===== src/core/rsar_pkg.sv =====
// package: register map, field positions, reset values and range codes
package rsar_pkg;
    // register byte offsets
    localparam logic [7:0] RANGE_OFFSET     = 8'h14;
    localparam logic [7:0] ALARM_OFFSET     = 8'h20;
    localparam logic [7:0] THRESH_HI_OFFSET = 8'h24;
    localparam logic [7:0] THRESH_LO_OFFSET = 8'h28;
    localparam logic [7:0] IRQ_STAT_OFFSET  = 8'h30;
    localparam logic [7:0] IRQ_MASK_OFFSET  = 8'h34;
    // range configuration fields
    localparam int RANGE_CODE_LSB = 0;
    localparam int REF_OFF_BIT    = 6;
    localparam logic [3:0] RANGE_RESET   = 4'h0;
    localparam logic       REF_OFF_RESET = 1'h0;
    // alarm status bit positions
    localparam int SUP_LOW_ACT_BIT  = 15;
    localparam int SUP_HIGH_ACT_BIT = 14;
    localparam int IN_LOW_ACT_BIT   = 11;
    localparam int IN_HIGH_ACT_BIT  = 10;
    localparam int SUP_LOW_LAT_BIT  = 7;
    localparam int SUP_HIGH_LAT_BIT = 6;
    localparam int IN_LOW_LAT_BIT   = 5;
    localparam int IN_HIGH_LAT_BIT  = 4;
    localparam int SUMMARY_BIT      = 0;
    // threshold reset values
    localparam logic [15:0] UPPER_LIMIT_RESET = 16'hffff;
    localparam logic [15:0] LOWER_LIMIT_RESET = 16'h0000;
    // range codes
    typedef enum logic [3:0] {
        RSAR_BI_3_0   = 4'h0,
        RSAR_BI_2_5   = 4'h1,
        RSAR_BI_1_5   = 4'h2,
        RSAR_BI_1_25  = 4'h3,
        RSAR_BI_0_625 = 4'h4,
        RSAR_UNI_3_0  = 4'h8,
        RSAR_UNI_2_5  = 4'h9,
        RSAR_UNI_1_5  = 4'ha,
        RSAR_UNI_1_25 = 4'hb
    } rsar_range_t;
    // four latched flags: supply low, supply high, input low, input high
    typedef struct packed {
        logic sup_low;
        logic sup_high;
        logic in_low;
        logic in_high;
    } rsar_flags_t;
endpackage


===== src/core/rsar_regs.sv =====
// module: range select and alarm status register bank with apb slave
`timescale 1ns/1ns
// Notes on behaviour
// - reserved bits, including upper sixteen, always read zero.
// - bit 6 of range register disables the internal reference when one.
// - codes 0 to 4 pick bipolar ranges 3, 2.5, 1.5, 1.25, 0.625 x ref.
// - codes 8 to b pick unipolar ranges 3, 2.5, 1.5, 1.25 x ref.
// - reset gives range code zero and reference enabled.
// - bits 15 and 14 show live supply low and high alarms.
// - bits 11 and 10 show live input low and high alarms.
// - bits 7 and 6 latch supply low and high alarms.
// - bits 5 and 4 latch input low and high alarms.
// - bit 0 is the OR of the four latched flags.
// - flags are one when the alarm exists, read-only, reset zero.
// - alarm status is read-only at byte offset 20h; writes ignored.
// - high input compare uses upper limit with two zero bits appended.
// - low input compare uses lower limit with two zero bits appended.
module rsar_regs #(
    parameter int RES_W = 18
) (
    // clock and reset
    input  wire logic             clk_in,
    input  wire logic             nrst_in,
    // apb slave
    input  wire logic             psel_in,
    input  wire logic             penable_in,
    input  wire logic             pwrite_in,
    input  wire logic [7:0]       paddr_in,
    input  wire logic [31:0]      pwdata_in,
    input  wire logic [3:0]       pstrb_in,
    output logic [31:0]           prdata_out,
    output logic                  pready_out,
    output logic                  pslverr_out,
    // alarm sources
    input  wire logic             sample_valid_in,
    input  wire logic [RES_W-1:0] sample_in,
    input  wire logic             supply_low_in,
    input  wire logic             supply_high_in,
    // configuration and interrupt outputs
    output logic [3:0]            range_code_out,
    output logic                  internal_ref_off_out,
    output logic                  irq_out
);
    ////////////////////////////////////////////////////////////////////////
    logic [3:0]          range_code;
    logic                internal_ref_off;
    logic [15:0]         input_upper_limit;
    logic [15:0]         input_lower_limit;
    rsar_pkg::rsar_flags_t latched;
    rsar_pkg::rsar_flags_t live;
    rsar_pkg::rsar_flags_t irq_stat;
    rsar_pkg::rsar_flags_t irq_mask;
    logic                in_above;
    logic                in_below;
    logic                access;
    logic                wr_en;
    logic                rd_alarm;
    logic [31:0]         next_rdata;
    logic                mapped;

    // is the code one of the nine documented ranges
    function automatic logic range_legal(input logic [3:0] code);
        unique case (code)
            rsar_pkg::RSAR_BI_3_0, rsar_pkg::RSAR_BI_2_5, rsar_pkg::RSAR_BI_1_5,
            rsar_pkg::RSAR_BI_1_25, rsar_pkg::RSAR_BI_0_625,
            rsar_pkg::RSAR_UNI_3_0, rsar_pkg::RSAR_UNI_2_5,
            rsar_pkg::RSAR_UNI_1_5, rsar_pkg::RSAR_UNI_1_25: range_legal = 1'b1;
            default: range_legal = 1'b0;
        endcase
    endfunction

    // pack the four flags into the fixed latched-flag bit positions 7 to 4
    function automatic logic [31:0] place_flags(input rsar_pkg::rsar_flags_t f);
        logic [31:0] w;
        w = 32'h0000_0000;
        w[rsar_pkg::IN_HIGH_LAT_BIT]  = f.in_high;
        w[rsar_pkg::IN_LOW_LAT_BIT]   = f.in_low;
        w[rsar_pkg::SUP_HIGH_LAT_BIT] = f.sup_high;
        w[rsar_pkg::SUP_LOW_LAT_BIT]  = f.sup_low;
        place_flags = w;
    endfunction

    ////////////////////////////////////////////////////////////////////////
    // input window comparator
    rsar_cmp #(
        .RES_W(RES_W)
    ) u_cmp (
        .clk_in              (clk_in),
        .nrst_in             (nrst_in),
        .sample_valid_in     (sample_valid_in),
        .sample_in           (sample_in),
        .input_upper_limit_in(input_upper_limit),
        .input_lower_limit_in(input_lower_limit),
        .above_out           (in_above),
        .below_out           (in_below)
    );

    // live flags are high while alarm exists
    assign live = '{sup_low: supply_low_in, sup_high: supply_high_in,
                    in_low: in_below, in_high: in_above};

    ////////////////////////////////////////////////////////////////////////
    // zero wait state slave: every access completes in its first access cycle
    assign access      = psel_in && penable_in;
    assign wr_en       = access && pwrite_in;
    assign rd_alarm    = access && !pwrite_in && paddr_in == rsar_pkg::ALARM_OFFSET;
    assign pready_out  = 1'b1;
    assign mapped      = paddr_in inside {rsar_pkg::RANGE_OFFSET, rsar_pkg::ALARM_OFFSET,
                                          rsar_pkg::THRESH_HI_OFFSET,
                                          rsar_pkg::THRESH_LO_OFFSET,
                                          rsar_pkg::IRQ_STAT_OFFSET,
                                          rsar_pkg::IRQ_MASK_OFFSET};
    // unmapped address answers with an error, no side effect
    assign pslverr_out = access && !mapped;

    // range configuration register; low byte lane only holds fields
    always_ff @(posedge clk_in) begin
        if (!nrst_in) begin
            // reset to widest bipolar range, reference on
            range_code       <= rsar_pkg::RANGE_RESET;
            internal_ref_off <= rsar_pkg::REF_OFF_RESET;
        end else if (wr_en && paddr_in == rsar_pkg::RANGE_OFFSET && pstrb_in[0]) begin
            internal_ref_off <= pwdata_in[rsar_pkg::REF_OFF_BIT];
            // undefined codes are dropped, range kept
            if (range_legal(pwdata_in[rsar_pkg::RANGE_CODE_LSB +: 4])) begin
                range_code <= pwdata_in[rsar_pkg::RANGE_CODE_LSB +: 4];
            end
        end
    end

    // range code drives the front end directly
    // unipolar codes pass through the same path
    assign range_code_out       = range_code;
    assign internal_ref_off_out = internal_ref_off;

    // threshold registers, byte-lane writes
    always_ff @(posedge clk_in) begin
        if (!nrst_in) begin
            input_upper_limit <= rsar_pkg::UPPER_LIMIT_RESET;
            input_lower_limit <= rsar_pkg::LOWER_LIMIT_RESET;
        end else if (wr_en) begin
            for (int b = 0; b < 2; b++) begin
                if (pstrb_in[b] && paddr_in == rsar_pkg::THRESH_HI_OFFSET) begin
                    input_upper_limit[b*8 +: 8] <= pwdata_in[b*8 +: 8];
                end
                if (pstrb_in[b] && paddr_in == rsar_pkg::THRESH_LO_OFFSET) begin
                    input_lower_limit[b*8 +: 8] <= pwdata_in[b*8 +: 8];
                end
            end
        end
    end

    ////////////////////////////////////////////////////////////////////////
    // latched alarm flags; a live alarm in the read cycle wins over the clear
    always_ff @(posedge clk_in) begin
        if (!nrst_in) begin
            latched <= '0;
        end else begin
            latched <= live | (rd_alarm ? rsar_pkg::rsar_flags_t'(4'h0) : latched);
        end
    end

    // interrupt status: set on new latch, write-one-to-clear, set wins
    always_ff @(posedge clk_in) begin
        if (!nrst_in) begin
            irq_stat <= '0;
            irq_mask <= '0;
        end else begin
            if (wr_en && paddr_in == rsar_pkg::IRQ_MASK_OFFSET && pstrb_in[0]) begin
                irq_mask <= rsar_pkg::rsar_flags_t'(pwdata_in[rsar_pkg::IN_HIGH_LAT_BIT +: 4]);
            end
            if (wr_en && paddr_in == rsar_pkg::IRQ_STAT_OFFSET && pstrb_in[0]) begin
                irq_stat <= (irq_stat & ~rsar_pkg::rsar_flags_t'(
                             pwdata_in[rsar_pkg::IN_HIGH_LAT_BIT +: 4])) | (live & ~latched);
            end else begin
                irq_stat <= irq_stat | (live & ~latched);
            end
        end
    end

    // level interrupt while any unmasked status bit is set
    assign irq_out = |(irq_stat & irq_mask);

    ////////////////////////////////////////////////////////////////////////
    // read mux; alarm register has no write path at all
    always_comb begin
        next_rdata = 32'h0000_0000;
        unique case (paddr_in)
            rsar_pkg::RANGE_OFFSET: begin
                next_rdata[rsar_pkg::RANGE_CODE_LSB +: 4] = range_code;
                next_rdata[rsar_pkg::REF_OFF_BIT]         = internal_ref_off;
            end
            rsar_pkg::ALARM_OFFSET: begin
                next_rdata[rsar_pkg::SUP_LOW_ACT_BIT]  = live.sup_low;
                next_rdata[rsar_pkg::SUP_HIGH_ACT_BIT] = live.sup_high;
                next_rdata[rsar_pkg::IN_LOW_ACT_BIT]   = live.in_low;
                next_rdata[rsar_pkg::IN_HIGH_ACT_BIT]  = live.in_high;
                next_rdata = next_rdata | place_flags(latched);
                next_rdata[rsar_pkg::SUMMARY_BIT] = |latched;
            end
            rsar_pkg::THRESH_HI_OFFSET: next_rdata[15:0] = input_upper_limit;
            rsar_pkg::THRESH_LO_OFFSET: next_rdata[15:0] = input_lower_limit;
            rsar_pkg::IRQ_STAT_OFFSET:  next_rdata = place_flags(irq_stat);
            rsar_pkg::IRQ_MASK_OFFSET:  next_rdata = place_flags(irq_mask);
            default:                    next_rdata = 32'h0000_0000;
        endcase
    end

    // reserved bits left at zero by the mux
    assign prdata_out = (access && !pwrite_in) ? next_rdata : 32'h0000_0000;

    ////////////////////////////////////////////////////////////////////////
    // checks
    a_reserved_zero: assert property (@(posedge clk_in) disable iff (!nrst_in)
        access && !pwrite_in |-> prdata_out[31:16] == 16'h0000)
        else $error("reserved upper bits read nonzero");
    a_ref_off_write: assert property (@(posedge clk_in) disable iff (!nrst_in)
        wr_en && paddr_in == rsar_pkg::RANGE_OFFSET && pstrb_in[0]
        |=> internal_ref_off_out == $past(pwdata_in[6]))
        else $error("reference disable bit not taken");
    a_range_legal: assert property (@(posedge clk_in) disable iff (!nrst_in)
        range_legal(range_code_out))
        else $error("range code outside defined set");
    a_range_bad_kept: assert property (@(posedge clk_in) disable iff (!nrst_in)
        wr_en && paddr_in == rsar_pkg::RANGE_OFFSET && !range_legal(pwdata_in[3:0])
        |=> $stable(range_code_out))
        else $error("undefined range code accepted");
    a_live_supply: assert property (@(posedge clk_in) disable iff (!nrst_in)
        rd_alarm |-> prdata_out[15] == supply_low_in && prdata_out[14] == supply_high_in)
        else $error("live supply flags wrong");
    a_latch_holds: assert property (@(posedge clk_in) disable iff (!nrst_in)
        supply_low_in ##1 !rd_alarm |-> latched.sup_low)
        else $error("latched flag lost before read");
    a_read_clears: assert property (@(posedge clk_in) disable iff (!nrst_in)
        rd_alarm && !supply_high_in |=> !latched.sup_high)
        else $error("latched flag not cleared by read");
    a_summary_or: assert property (@(posedge clk_in) disable iff (!nrst_in)
        rd_alarm |-> prdata_out[0] == |{prdata_out[7:4]})
        else $error("summary bit differs from flag OR");
    a_alarm_ro: assert property (@(posedge clk_in) disable iff (!nrst_in)
        wr_en && paddr_in == rsar_pkg::ALARM_OFFSET && !(|live) |=> latched == $past(latched))
        else $error("alarm register changed by write");
endmodule


===== src/core/rsar_cmp.sv =====
// module: input-voltage window comparator against 18-bit sample
`timescale 1ns/1ns
module rsar_cmp #(
    parameter int RES_W = 18
) (
    // clock and reset
    input  wire logic             clk_in,
    input  wire logic             nrst_in,
    // sample and limits
    input  wire logic             sample_valid_in,
    input  wire logic [RES_W-1:0] sample_in,
    input  wire logic [15:0]      input_upper_limit_in,
    input  wire logic [15:0]      input_lower_limit_in,
    // registered alarm levels
    output logic                  above_out,
    output logic                  below_out
);
    logic [RES_W-1:0] upper_ext;
    logic [RES_W-1:0] lower_ext;

    assign upper_ext = {input_upper_limit_in, 2'b00};
    assign lower_ext = {input_lower_limit_in, 2'b00};

    // levels update only on a fresh sample so they follow conversions
    always_ff @(posedge clk_in) begin
        if (!nrst_in) begin
            above_out <= 1'b0;
            below_out <= 1'b0;
        end else if (sample_valid_in) begin
            above_out <= sample_in > upper_ext;
            below_out <= sample_in < lower_ext;
        end
    end
endmodule


===== config.mk =====
export PLATFORM = sky130hd
export DESIGN_NAME = rsar_regs
export DESIGN_NICKNAME = d
export VERILOG_FILES = /design/src/core/rsar_pkg.sv /design/src/core/rsar_regs.sv /design/src/core/rsar_cmp.sv
export SDC_FILE = /design/constraint.sdc
export NUM_CORES = 1
export LEC_CHECK = 0
export ABC_AREA = 1
export BUFFER_PORTS_ARGS = -buffer_cell sky130_fd_sc_hd__buf_2
export CORE_MARGIN = 1.5
export CORE_UTILIZATION = 56
export CTS_CLUSTER_DIAMETER = 120
export DETAILED_ROUTE_END_ITERATION = 16
export GPL_TIMING_DRIVEN = 0
export PLACE_DENSITY = 0.86
export RECOVER_POWER = 50
export SYNTH_ARGS = -nofsm -noshare
export SYNTH_HDL_FRONTEND = slang
export SYNTH_SLANG_ARGS = --single-unit

===== constraint.sdc =====
create_clock -name clk_in -period 3.5 [get_ports clk_in]
set_clock_uncertainty 0.05 [all_clocks]
set_input_delay 0.7 -clock clk_in [delete_from_list [all_inputs] [get_ports clk_in]]
set_output_delay 0.7 -clock clk_in [all_outputs]
set_load 0.05 [all_outputs]

# After elaboration in Yosys (flattened, before gate mapping)
# Memory sizes are Yosys's and may differ from the RTL's.
# Cells that the tools add are included.
[classes]
n_eq_ne = 6
div = 0
n_shift = 0
addsub = 0
mux = 9
bitwise = 9
mul = 0
order_cmp = 2
n_reduce_logical = 25
[ops]
columns = ["cell", "n"]
rows = [
  ["9-bit case mux with 5 select lines", 1],
  ["8-bit by 6-bit equality test with 1-bit output, second input constant", 5],
  ["32-bit 2-to-1 mux", 1],
  ["18-bit > comparator", 1],
  ["18-bit less-than comparator", 1],
  ["16-bit by 8-bit bitwise OR with 16-bit output", 1],
  ["4-bit case mux with 4 select lines", 1],
  ["1-bit logical AND", 15],
  ["4-bit bitwise AND", 3],
  ["4-bit bitwise OR", 3],
  ["2-bit case mux with 5 select lines", 1],
  ["2-bit AND reduction", 5],
  ["8-bit by 5-bit equality test with 1-bit output, second input constant", 1],
  ["4-bit 2-to-1 mux", 2],
  ["4-bit inverter", 2],
  ["4-bit OR reduction", 2],
  ["1-bit case mux with 6 select lines", 1],
  ["6-bit nonzero test", 1],
  ["1-bit zero test", 2],
  ["1-bit 2-to-1 mux", 2],
]
[word_totals]
inputBits = 70
mem_bits_ro = 16
reg_bits = 51
n_memories = 1
latch_bits = 0
mem_bits_rw = 0
[memory_table]
columns = ["name", "words", "word_bits", "read_ports", "rd_ports_with_merged_regs", "write_ports", "line", "text"]
rows = [
  ["(name not given)", 16, 1, 1, 0, 0, "rsar_regs.sv:63", "unique case (code)"],
]

# Logic depth before layout (Yosys ltp)
# Gate-level depths: netlist (run 1).
[depth]
depth_word = 7
mapped_depth = 13

# By module
# A second synthesis (run 1) with hierarchy kept.
[unflattened]
cells_unflattened = 586
area_unflattened_um2 = 3672.3
[by_module_without_submodules]
columns = ["module", "seq_area_each_um2", "cells_each", "n_inst", "area_per_inst_um2"]
rows = [
  ["rsar_regs", 980.9, 438, 1, 2741.4],
  ["rsar_cmp", 40.0, 148, 1, 930.9],
]

# Worst setup path after synthesis (run 1)
# Ideal clock, no wire load.
[synth_timing]
kind = "input -> output"
start = "in paddr_in[3]"
end = "out pslverr_out"
t_arrival_ps = 2211
path_slack_ps = 539
path_stages = 6
path_buffers = 0
path_cell_list = "inv_1 > nand3_2 > inv_1 > o21ai_1 > nand4_1 > nor3_1"
[synth_via]
elab_chain_cells = 4
[synth_lines]
columns = ["element", "line", "text"]
rows = [
  ["start, declared", "rsar_regs.sv:28", "input wire logic [7:0] paddr_in,"],
  ["8-bit by 5-bit equality test with 1-bit output / 8-bit by 6-bit equality test with 1-bit output (equally long branches)", "rsar_regs.sv:108", "assign mapped = paddr_in inside {rsar_pkg::RANGE_OFFSET, rsar_pkg::ALARM_OFFSET,"],
  ["6-bit nonzero test (*)", "rsar_regs.sv:108", ""],
  ["1-bit zero test (*)", "rsar_regs.sv:114", "assign pslverr_out = access && !mapped;"],
  ["1-bit logical AND (*)", "rsar_regs.sv:114", ""],
  ["end, declared", "rsar_regs.sv:33", "output logic pslverr_out,"],
]
# Every way passes the cells marked *; elsewhere a longest branch is shown, timed or not.

# Final worst setup path (run 1)
[layout_timing]
start = "in paddr_in[7]"
end = "out prdata_out[6]"
[layout_via]
elab_chain_cells = 3
[layout_lines]
columns = ["element", "line", "text"]
rows = [
  ["8-bit by 6-bit equality test with 1-bit output / 8-bit by 5-bit equality test with 1-bit output (equally long branches)", "rsar_regs.sv:188", "unique case (paddr_in)"],
  ["1-bit case mux with 6 select lines (*)", "rsar_regs.sv:188", ""],
  ["32-bit 2-to-1 mux (*)", "rsar_regs.sv:210", "assign prdata_out = (access && !pwrite_in) ? next_rdata : 32'h0000_0000;"],
  ["end, declared", "rsar_regs.sv:31", "output logic [31:0] prdata_out,"],
]
# Marks and branches as above.

==> impl_metrics.tcl, run 1 <==
set metrics [dict create \
    reg2regPathDepth 11 \
    cts_tree "done" \
    clkSinkCount 51 \
    grt_util_all_layers_pct 25.88 \
    path_clk_slew_ns 0.10 \
    dp_hpwl_um 7186 \
    power_density_mw_per_mm2 293.0 \
    dieArea_mm2 0.006888 \
    grt_pass1_vias 3264 \
    root_buffer "clkbuf_8" \
    wl_per_cell_um 13.52 \
    synth_edf_count 0 \
    hold_viol 0 \
    h-tree-depth 2 \
    routed_wirelength_um 9060 \
    area_growth_pct 14.73 \
    holdBufCountCts 0 \
    cts_resized 0 \
    min-delay-start "input_upper_limit[11]$_SDFFE_PN1P_" \
    drt-met1-wl_um 3810 \
    start_util_pct 59.12 \
    dr.pass1.iters 5 \
    period_needed_ns 3.131 \
    setup_tns_ns 0 \
    rrSetupSlack_ns 1.96 \
    ys_ff_latch 51 \
    drive_above_1_share_pct 22.02 \
    crit_buf_inv 3 \
    grt_max_degree 18 \
    clockBufferDepth 2 \
    p_leak_nw 2.114 \
    num_rows 28 \
    rsz0062_at_grt "false" \
    synthArstFlopShare_pct 0 \
    path_depth 10 \
    path_common_cell "nor2_1" \
    wl_met3_um 586 \
    final_cell_mix "nand2_1 (103), inv_1 (81), buf_2 (71)" \
    cp-startpoint "paddr_in[7]" \
    worstPathArrival_ns 2.38 \
    core-area_mm2 0.006061 \
    overflow 0 \
    vias 3510 \
    setup_violations 0 \
    gp_congestion 0.9676 \
    antenna_found_initial 0 \
    nets 695 \
    hp-class "register to register" \
    cp_top_family "simple AND/OR/NAND/NOR gates" \
    endpoint_kind "output pin" \
    cp_slowest_cell "clkbuf_1" \
    fin_crit_sh_pct 89.46 \
    syn-cell-area_mm2 0.003583 \
    drc 0 \
    routed_via_density 5.239 \
    io_pins 110 \
    critPathLaunchType "input port" \
    dp_cells 662 \
    grt_pass1_wl_um 14790 \
    drtAntennaViolNets 0 \
    peakVddDrop_uv 245.1 \
    wl_met2_um 4543 \
    worst_ep_required_time_ns 2.75 \
    numCtsBuffers 5 \
    die_w_um 83.00 \
    worstSkewPairLatency_ns 0.31 \
    status "finished, final reports clean" \
    slew_headroom_pct 46.80 \
    holdWs_ns 0.4253 \
    fin_cells 670 \
    worstSetupPathType "input port to output pin" \
    ys.flop_type "dfxtp_1" \
    cts_setup_buffers 0 \
    min_to "input_upper_limit[11]$_SDFFE_PN1P_" \
    power_mw 1.205 \
    cp_max_fo 10 \
    max_freq_mhz 319.4 \
    io_buffers 74 \
    top_layer_used "met4" \
    drv_cap 0 \
    timing.rr.start "input_upper_limit[11]$_SDFFE_PN1P_" \
    fp.dieH_um 83.00 \
    crit_path_cell_trace "buf_2, nor2_1, nand3_4, nor2_1, clkbuf_1, nand2_1, o21ai_0, nor3_1, nor2_1, buf_2" \
    diodes 0 \
    drv_slew 0 \
    avgSynthCellArea_um2 7.196 \
    mostFrequentLayoutCell "nand2_1" \
    critical-path-max-stage-delay_ns 0.37 \
    worst_slew_pin_slew_ns 0.7979 \
    yosys_warnings 0 \
    hold_path_depth 2 \
    ys_seq_area_share_pct 28.49 \
    reg2reg_to "u_cmp.above_out$_SDFFE_PN0P_" \
    fill_cells 534 \
    synthCells 498 \
    drt_iter0_drc 219 \
    synth.distinct_cells 37 \
]
==> metal layers <==
metal / vias to the layer above / GRT usage (%)
met3: 12 / 3.877
li1: 1769 / -
met5: - / 0
met1: 1601 / 31.83
met4: 0 / 6.818
met2: 128 / 46.93
==> worst max path at each step <==
stage                          end  slack, ns
CTS                  prdata_out[0]       0.57
detailed placement   prdata_out[0]       0.58
floorplan              pslverr_out       0.54
global placement     prdata_out[5]       0.63
finish               prdata_out[6]       0.37
global route        prdata_out[10]       0.24
==> cell usage after synthesis (8+ instances only) <==
master | instances | area, um2
a211oi_2 | 9 | 112.6
nand3_1 | 21 | 105.1
nand2_1 | 100 | 375.4
a21oi_2 | 12 | 105.1
inv_1 | 79 | 296.5
ha_1 | 31 | 387.9
o21ai_0 | 29 | 145.1
o22ai_1 | 8 | 50.05
a21oi_1 | 38 | 190.2
nor2_1 | 42 | 157.7
dfxtp_1 | 51 | 1021
buf_4 | 17 | 127.6
==> layout make-up <==
cell class / count / area (um2) / area share, %
Buffer: 30 / 200.2 / 4.869
Clock buffer: 5 / 68.82 / 1.674
Clock inverter: 3 / 46.29 / 1.126
Inverter: 84 / 316.6 / 7.699
Multi-Input combinational cell: 348 / 1999 / 48.63
Sequential cell: 51 / 1021 / 24.83
Tap cell: 75 / 93.84 / 2.282
Timing Repair Buffer: 74 / 365.4 / 8.886
==> per-stage QoR <==
stage          setup WS [ns]  utilization [%]  instance area, um2
6_report              0.3688            67.84                4111
5_1_grt               0.2397            67.84                4111
4_1_cts               0.5668            69.61                4219
3_5_place_dp          0.5752            67.71                4104
3_3_place_gp          0.6269            67.71                4104
2_1_floorplan         0.5394                -                3640
==> tightest hold or removal path, stage by stage (launching register included) <==
cell and delay [ns]:
dfxtp_1 0.34, nand2_1 0.06, nand3_1 0.05
==> cells by family after synthesis <==
group           synth area share (%)
buf+inv                        15.12
flops                          28.49
simple gates                   25.10
compound gates                 20.25
other cells                   0.2096
fa+ha+maj                      10.82
==> where the power goes <==
group	internal [mW]	leakage, nW	switching [mW]
sequential	0.586	0.413	0.00388
clock	0.216	0.0548	0.214
combinational	0.0628	1.65	0.123
total	0.864	2.11	0.340
==> sequential cells by signal (all words and copies together) (netlist names), 4 cells and up <==
register           flops
range_code_out         4
input_upper_limit     16
irq_stat               4
latched                4
input_lower_limit     16
irq_mask               4
Power figures use the tool's default switching activity.
==> run 2: changes to the inputs <==
- CELL_PAD_IN_SITES_DETAIL_PLACEMENT: not set -> 1
- CELL_PAD_IN_SITES_GLOBAL_PLACEMENT: not set -> 1
- CORE_UTILIZATION: 56 -> 39
- PLACE_DENSITY: 0.86 -> not set
- PLACE_DENSITY_LB_ADDON: not set -> 0.1
==> run 2 against run 1 <==
The run now ends with design-rule violations left. Worst hold slack got worse by 0.0036 ns. Critical path depth unchanged. Power is 5.7% lower. Worst setup slack lost 0.016 ns. Global-route usage fell by 3.7 points. Combinational power is essentially flat. Count of clock-buffer cells in the layout up 1. Sequential power hardly changed. First-iteration DRC count down 68%. Largest cell class unchanged. Highest routed layer unchanged.
==> impl_metrics.tcl, run 2 (synthesis gave the netlist of run 1 again) <==
set metrics [dict create \
    clockBufferDepth 2 \
    area_growth_pct 14.94 \
    vias 3464 \
    num_rows 34 \
    grt_util_all_layers_pct 22.17 \
    setup_ws_ns 0.3528 \
    drv_slew 0 \
    worst_slew_pin_slew_ns 0.7582 \
    fin_crit_sh_pct 89.92 \
    gp_congestion 0.8591 \
    diodes 0 \
    drc 5 \
    fp.dieH_um 98.86 \
    violations "design-rule violations" \
    fill_cells 1200 \
    rrSetupSlack_ns 1.90 \
    p_leak_nw 2.095 \
    hp-class "register to register" \
    mostFrequentLayoutCell "nand2_1" \
    dieArea_mm2 0.009772 \
    worstSkewPairLatency_ns 0.32 \
    critPathCapture "prdata_out[10]" \
    final_cell_mix "nand2_1 (102), inv_1 (81), buf_2 (70)" \
    grt_pass1_vias 3617 \
    worstPathArrival_ns 2.40 \
    dp_cells 695 \
    worst_ep_required_time_ns 2.75 \
    root_buffer "clkbuf_8" \
    core-area_mm2 0.008806 \
    max_freq_mhz 317.7 \
    cts_setup_buffers 0 \
    cts_tree "done" \
    top_regs "input_lower_limit (16), input_upper_limit (16)" \
    wl_per_cell_um 14.95 \
    holdBufCountCts 0 \
    cts_resized 0 \
    fin_cells 703 \
    grt_pass1_wl_um 17250 \
    hold_viol 0 \
    worstSetupPathType "input port to output pin" \
    endpoint_kind "output pin" \
    reg2reg_to "u_cmp.above_out$_SDFFE_PN0P_" \
    routed_wirelength_um 10510 \
    critical-path-max-stage-delay_ns 0.29 \
    post-place-ws_ns 0.5084 \
    drv_cap 0 \
    cp_slowest_cell "buf_2" \
    period_needed_ns 3.147 \
    nets 695 \
    drive_above_1_share_pct 21.85 \
    routed_via_density 4.927 \
    grt_max_degree 16 \
    path_clk_slew_ns 0.09 \
    cp-startpoint "paddr_in[7]" \
    place_area_mm2 0.004145 \
    overflow 0 \
    cp_max_fo 10 \
    crit_path_cell_trace "buf_2, nor2_1, nand3_1, nor2_1, inv_2, nand4_1, nand2_1, buf_6, a21oi_2, buf_2" \
    peakVddDrop_uv 177.1 \
    drt_iter0_drc 70 \
    io_buffers 74 \
    dr.pass1.iters 10 \
    power_mw 1.136 \
    drtAntennaViolNets 0 \
    die_w_um 98.86 \
    io_pins 110 \
    h-tree-depth 2 \
    rsz0062_at_grt "false" \
    numCtsBuffers 5 \
    dp_hpwl_um 8800 \
    timing.rr.start "input_upper_limit[11]$_SDFFE_PN1P_" \
    power_density_mw_per_mm2 275.9 \
    stdcell_area_mm2 0.004119 \
    setup_violations 0 \
    critPathLaunchType "input port" \
    status "finished with violations" \
    start_util_pct 40.69 \
    slew_headroom_pct 49.46 \
    setup_tns_ns 0 \
    reg2regPathDepth 11 \
    antenna_found_initial 0 \
    clkSinkCount 51 \
]
run 2: changes by cell type in the layout (fill, tap and decap cells not counted), sizes merged:
cell / delta
inv: -1
clkinv: +1
clkbuf: +2
bufinv: -1
buf: -1
run 2: critical path: cells and delay by family:
family	cells	cell delay [ns]
buffers and inverters	4	0.72
AOI/OAI and AO/OA	1	0.15
and+or+nand+nor	5	0.82
run 2: metrics by stage:
stage | utilization, % | hold WS, ns
CTS | 48.04 | 0.4257
finish | 46.77 | 0.4217
floorplan | - | 0.3789
global route | 46.77 | 0.4477
detailed placement | 47.07 | 0.3990
global placement | 47.07 | 0.3905
run 2: worst min-delay path by stage:
stage | from | to | cells past startpoint
2_1_floorplan | input_upper_limit[10]$_SDFFE_PN1P_ | input_upper_limit[10]$_SDFFE_PN1P_ | 2
3_3_place_gp | input_upper_limit[10]$_SDFFE_PN1P_ | input_upper_limit[10]$_SDFFE_PN1P_ | 2
3_5_place_dp | input_upper_limit[10]$_SDFFE_PN1P_ | input_upper_limit[10]$_SDFFE_PN1P_ | 2
4_1_cts | input_upper_limit[10]$_SDFFE_PN1P_ | input_upper_limit[10]$_SDFFE_PN1P_ | 2
5_1_grt | input_upper_limit[10]$_SDFFE_PN1P_ | input_upper_limit[10]$_SDFFE_PN1P_ | 2
6_report | input_upper_limit[15]$_SDFFE_PN1P_ | input_upper_limit[15]$_SDFFE_PN1P_ | 2
run 2: layout make-up:
cell class	count	area [um2]	share of cell area (%)
clock inverters	2	12.51	0.3038
well taps	108	135.1	3.281
repair buffers	74	364.1	8.840
multi-input cells	348	1997	48.48
inverters	84	316.6	7.685
clock buffers	6	72.57	1.762
flip-flops and latches	51	1021	24.79
plain buffers	30	200.2	4.860
run 2: routing by layer:
layer,up-vias,wire length [um],global-route usage [%]
met1,1624,4698,27.56
li1,1767,-,-
met5,-,0,0
met4,0,127,4.835
met3,10,333,2.270
met2,63,5352,41.17
run 2: report_power, final:
group / total (mW) / internal, mW / switching [mW]
Clock: 0.358 / 0.141 / 0.218
Sequential: 0.589 / 0.586 / 0.00350
Combinational: 0.189 / 0.0628 / 0.126
==> run 3: changes to the inputs <==
- CORE_UTILIZATION: 39 -> 36
- clock period: 3.5 -> 3.15 ns (I/O delays scaled with it)
==> run 3 against run 2 <==
The run now ends clean. Wire length up 2.2%. Sequential power up 11%. Critical path depth unchanged.
==> impl_metrics.tcl, run 3 (synthesis gave the netlist of run 1 again) <==
set metrics [dict create \
    numCtsBuffers 5 \
    fp.dieH_um 102.8 \
    peakVddDrop_uv 173.5 \
    drive_above_1_share_pct 21.55 \
    top_regs "input_lower_limit (16), input_upper_limit (16)" \
    worst_ep_required_time_ns 2.47 \
    vias 3454 \
    mostFrequentLayoutCell "nand2_1" \
    hold_viol 0 \
    gp_congestion 0.8133 \
    drc 0 \
    h-tree-depth 2 \
    drv_cap 0 \
    die_w_um 102.8 \
    clkSinkCount 51 \
    crit_buf_inv 4 \
    grt_pass1_vias 3481 \
    holdBufCountCts 0 \
    grt_util_all_layers_pct 20.79 \
    grt_pass1_wl_um 16760 \
    num_rows 36 \
    cts_tree "done" \
    fill_cells 1341 \
    slew_headroom_pct 49.23 \
    io_buffers 74 \
    worstSetupPathType "input port to output pin" \
    period_needed_ns 2.972 \
    root_buffer "clkbuf_8" \
    holdWs_ns 0.4127 \
    grt_max_degree 15 \
    setup_violations 0 \
    dieArea_mm2 0.01056 \
    dr.pass1.iters 4 \
    start_util_pct 36.83 \
    max_freq_mhz 336.5 \
    status "finished, final reports clean" \
    worstSkewPairLatency_ns 0.30 \
    crit_path_cell_trace "clkbuf_1, nor2_4, nand3_1, inv_1, nand2_4, buf_6, o21ai_0, nor2_1, a21oi_2, buf_2" \
    cp_top_family "buffers and inverters" \
    hp-class "register to register" \
    overflow 0 \
    clockBufferDepth 2 \
    setup_tns_ns 0 \
    diodes 0 \
    cp_max_fo 10 \
    io_pins 110 \
    wl_per_cell_um 14.78 \
    critical-path-max-stage-delay_ns 0.30 \
    final_cell_mix "nand2_1 (102), inv_1 (81), buf_2 (68)" \
    cp_slowest_cell "o21ai_0" \
    rsz0062_at_grt "false" \
    cts_setup_buffers 0 \
    routed_wirelength_um 10740 \
    path_clk_slew_ns 0.09 \
    core-area_mm2 0.009729 \
    area_growth_pct 15.99 \
    dp_hpwl_um 8853 \
    endpoint_kind "output pin" \
    cts_resized 0 \
    worst_slew_pin_slew_ns 0.7615 \
    critPathLaunchType "input port" \
    fin_crit_sh_pct 94.35 \
    worstPathArrival_ns 2.29 \
    drv_slew 0 \
    nets 695 \
    power_density_mw_per_mm2 302.6 \
    drtAntennaViolNets 0 \
    routed_via_density 4.751 \
    drt_iter0_drc 59 \
    p_leak_nw 2.103 \
    antenna_found_initial 0 \
]
run 3: cell types whose count changed in the layout (fill, tap and decap cells not counted):
cell | before | now
a211oi_2 | 6 | 5
clkinvlp_2 | 1 | 0
clkbuf_8 | 5 | 6
nor2_1 | 46 | 44
clkinvlp_4 | 1 | 0
clkbuf_1 | 15 | 16
inv_4 | 0 | 1
a211oi_1 | 4 | 5
nand3_1 | 23 | 24
nor2_4 | 1 | 3
nand3_2 | 1 | 0
buf_2 | 70 | 68
run 3: stage by stage:
| step | worst slack (ns) | util (%) | cell area (um2) | cells | power (mW) |
|---|---|---|---|---|---|
| finish | 0.1779 | 42.72 | 4156 | 727 | 1.258 |
| global route | 0.09827 | 42.72 | 4156 | 727 | 1.316 |
| CTS | 0.2509 | 43.83 | 4264 | 727 | 1.278 |
| detailed placement | 0.2560 | 42.93 | 4177 | 720 | 0.8842 |
| global placement | 0.2512 | 42.93 | 4177 | 720 | 0.8785 |
| floorplan | 0.3294 | - | 3640 | 513 | 0.8083 |
run 3: worst paths after layout:
check / start / slack, ns / depth (start not counted) / end
worst max-delay path: paddr_in[7] / 0.18 / 10 / prdata_out[7]
worst max register to register: input_upper_limit[13]$_SDFFE_PN1P_ / 1.58 / 9 / u_cmp.above_out$_SDFFE_PN0P_
worst min register to register: input_upper_limit[15]$_SDFFE_PN1P_ / 0.41 / 2 / input_upper_limit[15]$_SDFFE_PN1P_
worst min-delay path: input_upper_limit[15]$_SDFFE_PN1P_ / 0.41 / 2 / input_upper_limit[15]$_SDFFE_PN1P_
run 3: worst register-to-register path, stage by stage, from the launching register on:
cell,delay (ns)
dfxtp_1,0.37
inv_1,0.06
ha_1,0.29
nand4_1,0.16
nor2_1,0.19
nand2_1,0.07
nor2_1,0.09
nor2_1,0.05
nand2_1,0.07
a21oi_1,0.05
run 3: cell type report:
cell class,instances,area (um2),area share [%]
repair buffers,74,360.3,8.669
plain buffers,30,201.4,4.846
flip-flops and latches,51,1021,24.56
inverters,84,317.8,7.646
well taps,133,166.4,4.004
clock inverters,1,5.005,0.1204
multi-input cells,348,2002,48.16
clock buffers,6,82.58,1.987
run 3: per-layer routing:
layer	global-route usage, %	share of wire (%)
met3	2.508	2.6
met2	39.94	51
met4	3.430	0.56
met1	25.09	45
met5	0	0
run 3: power by group:
part	internal, mW	total, mW	switching, mW
sequential	0.650	0.654	0.00400
clock	0.173	0.393	0.220
combinational	0.0695	0.210	0.141
total	0.893	1.26	0.364
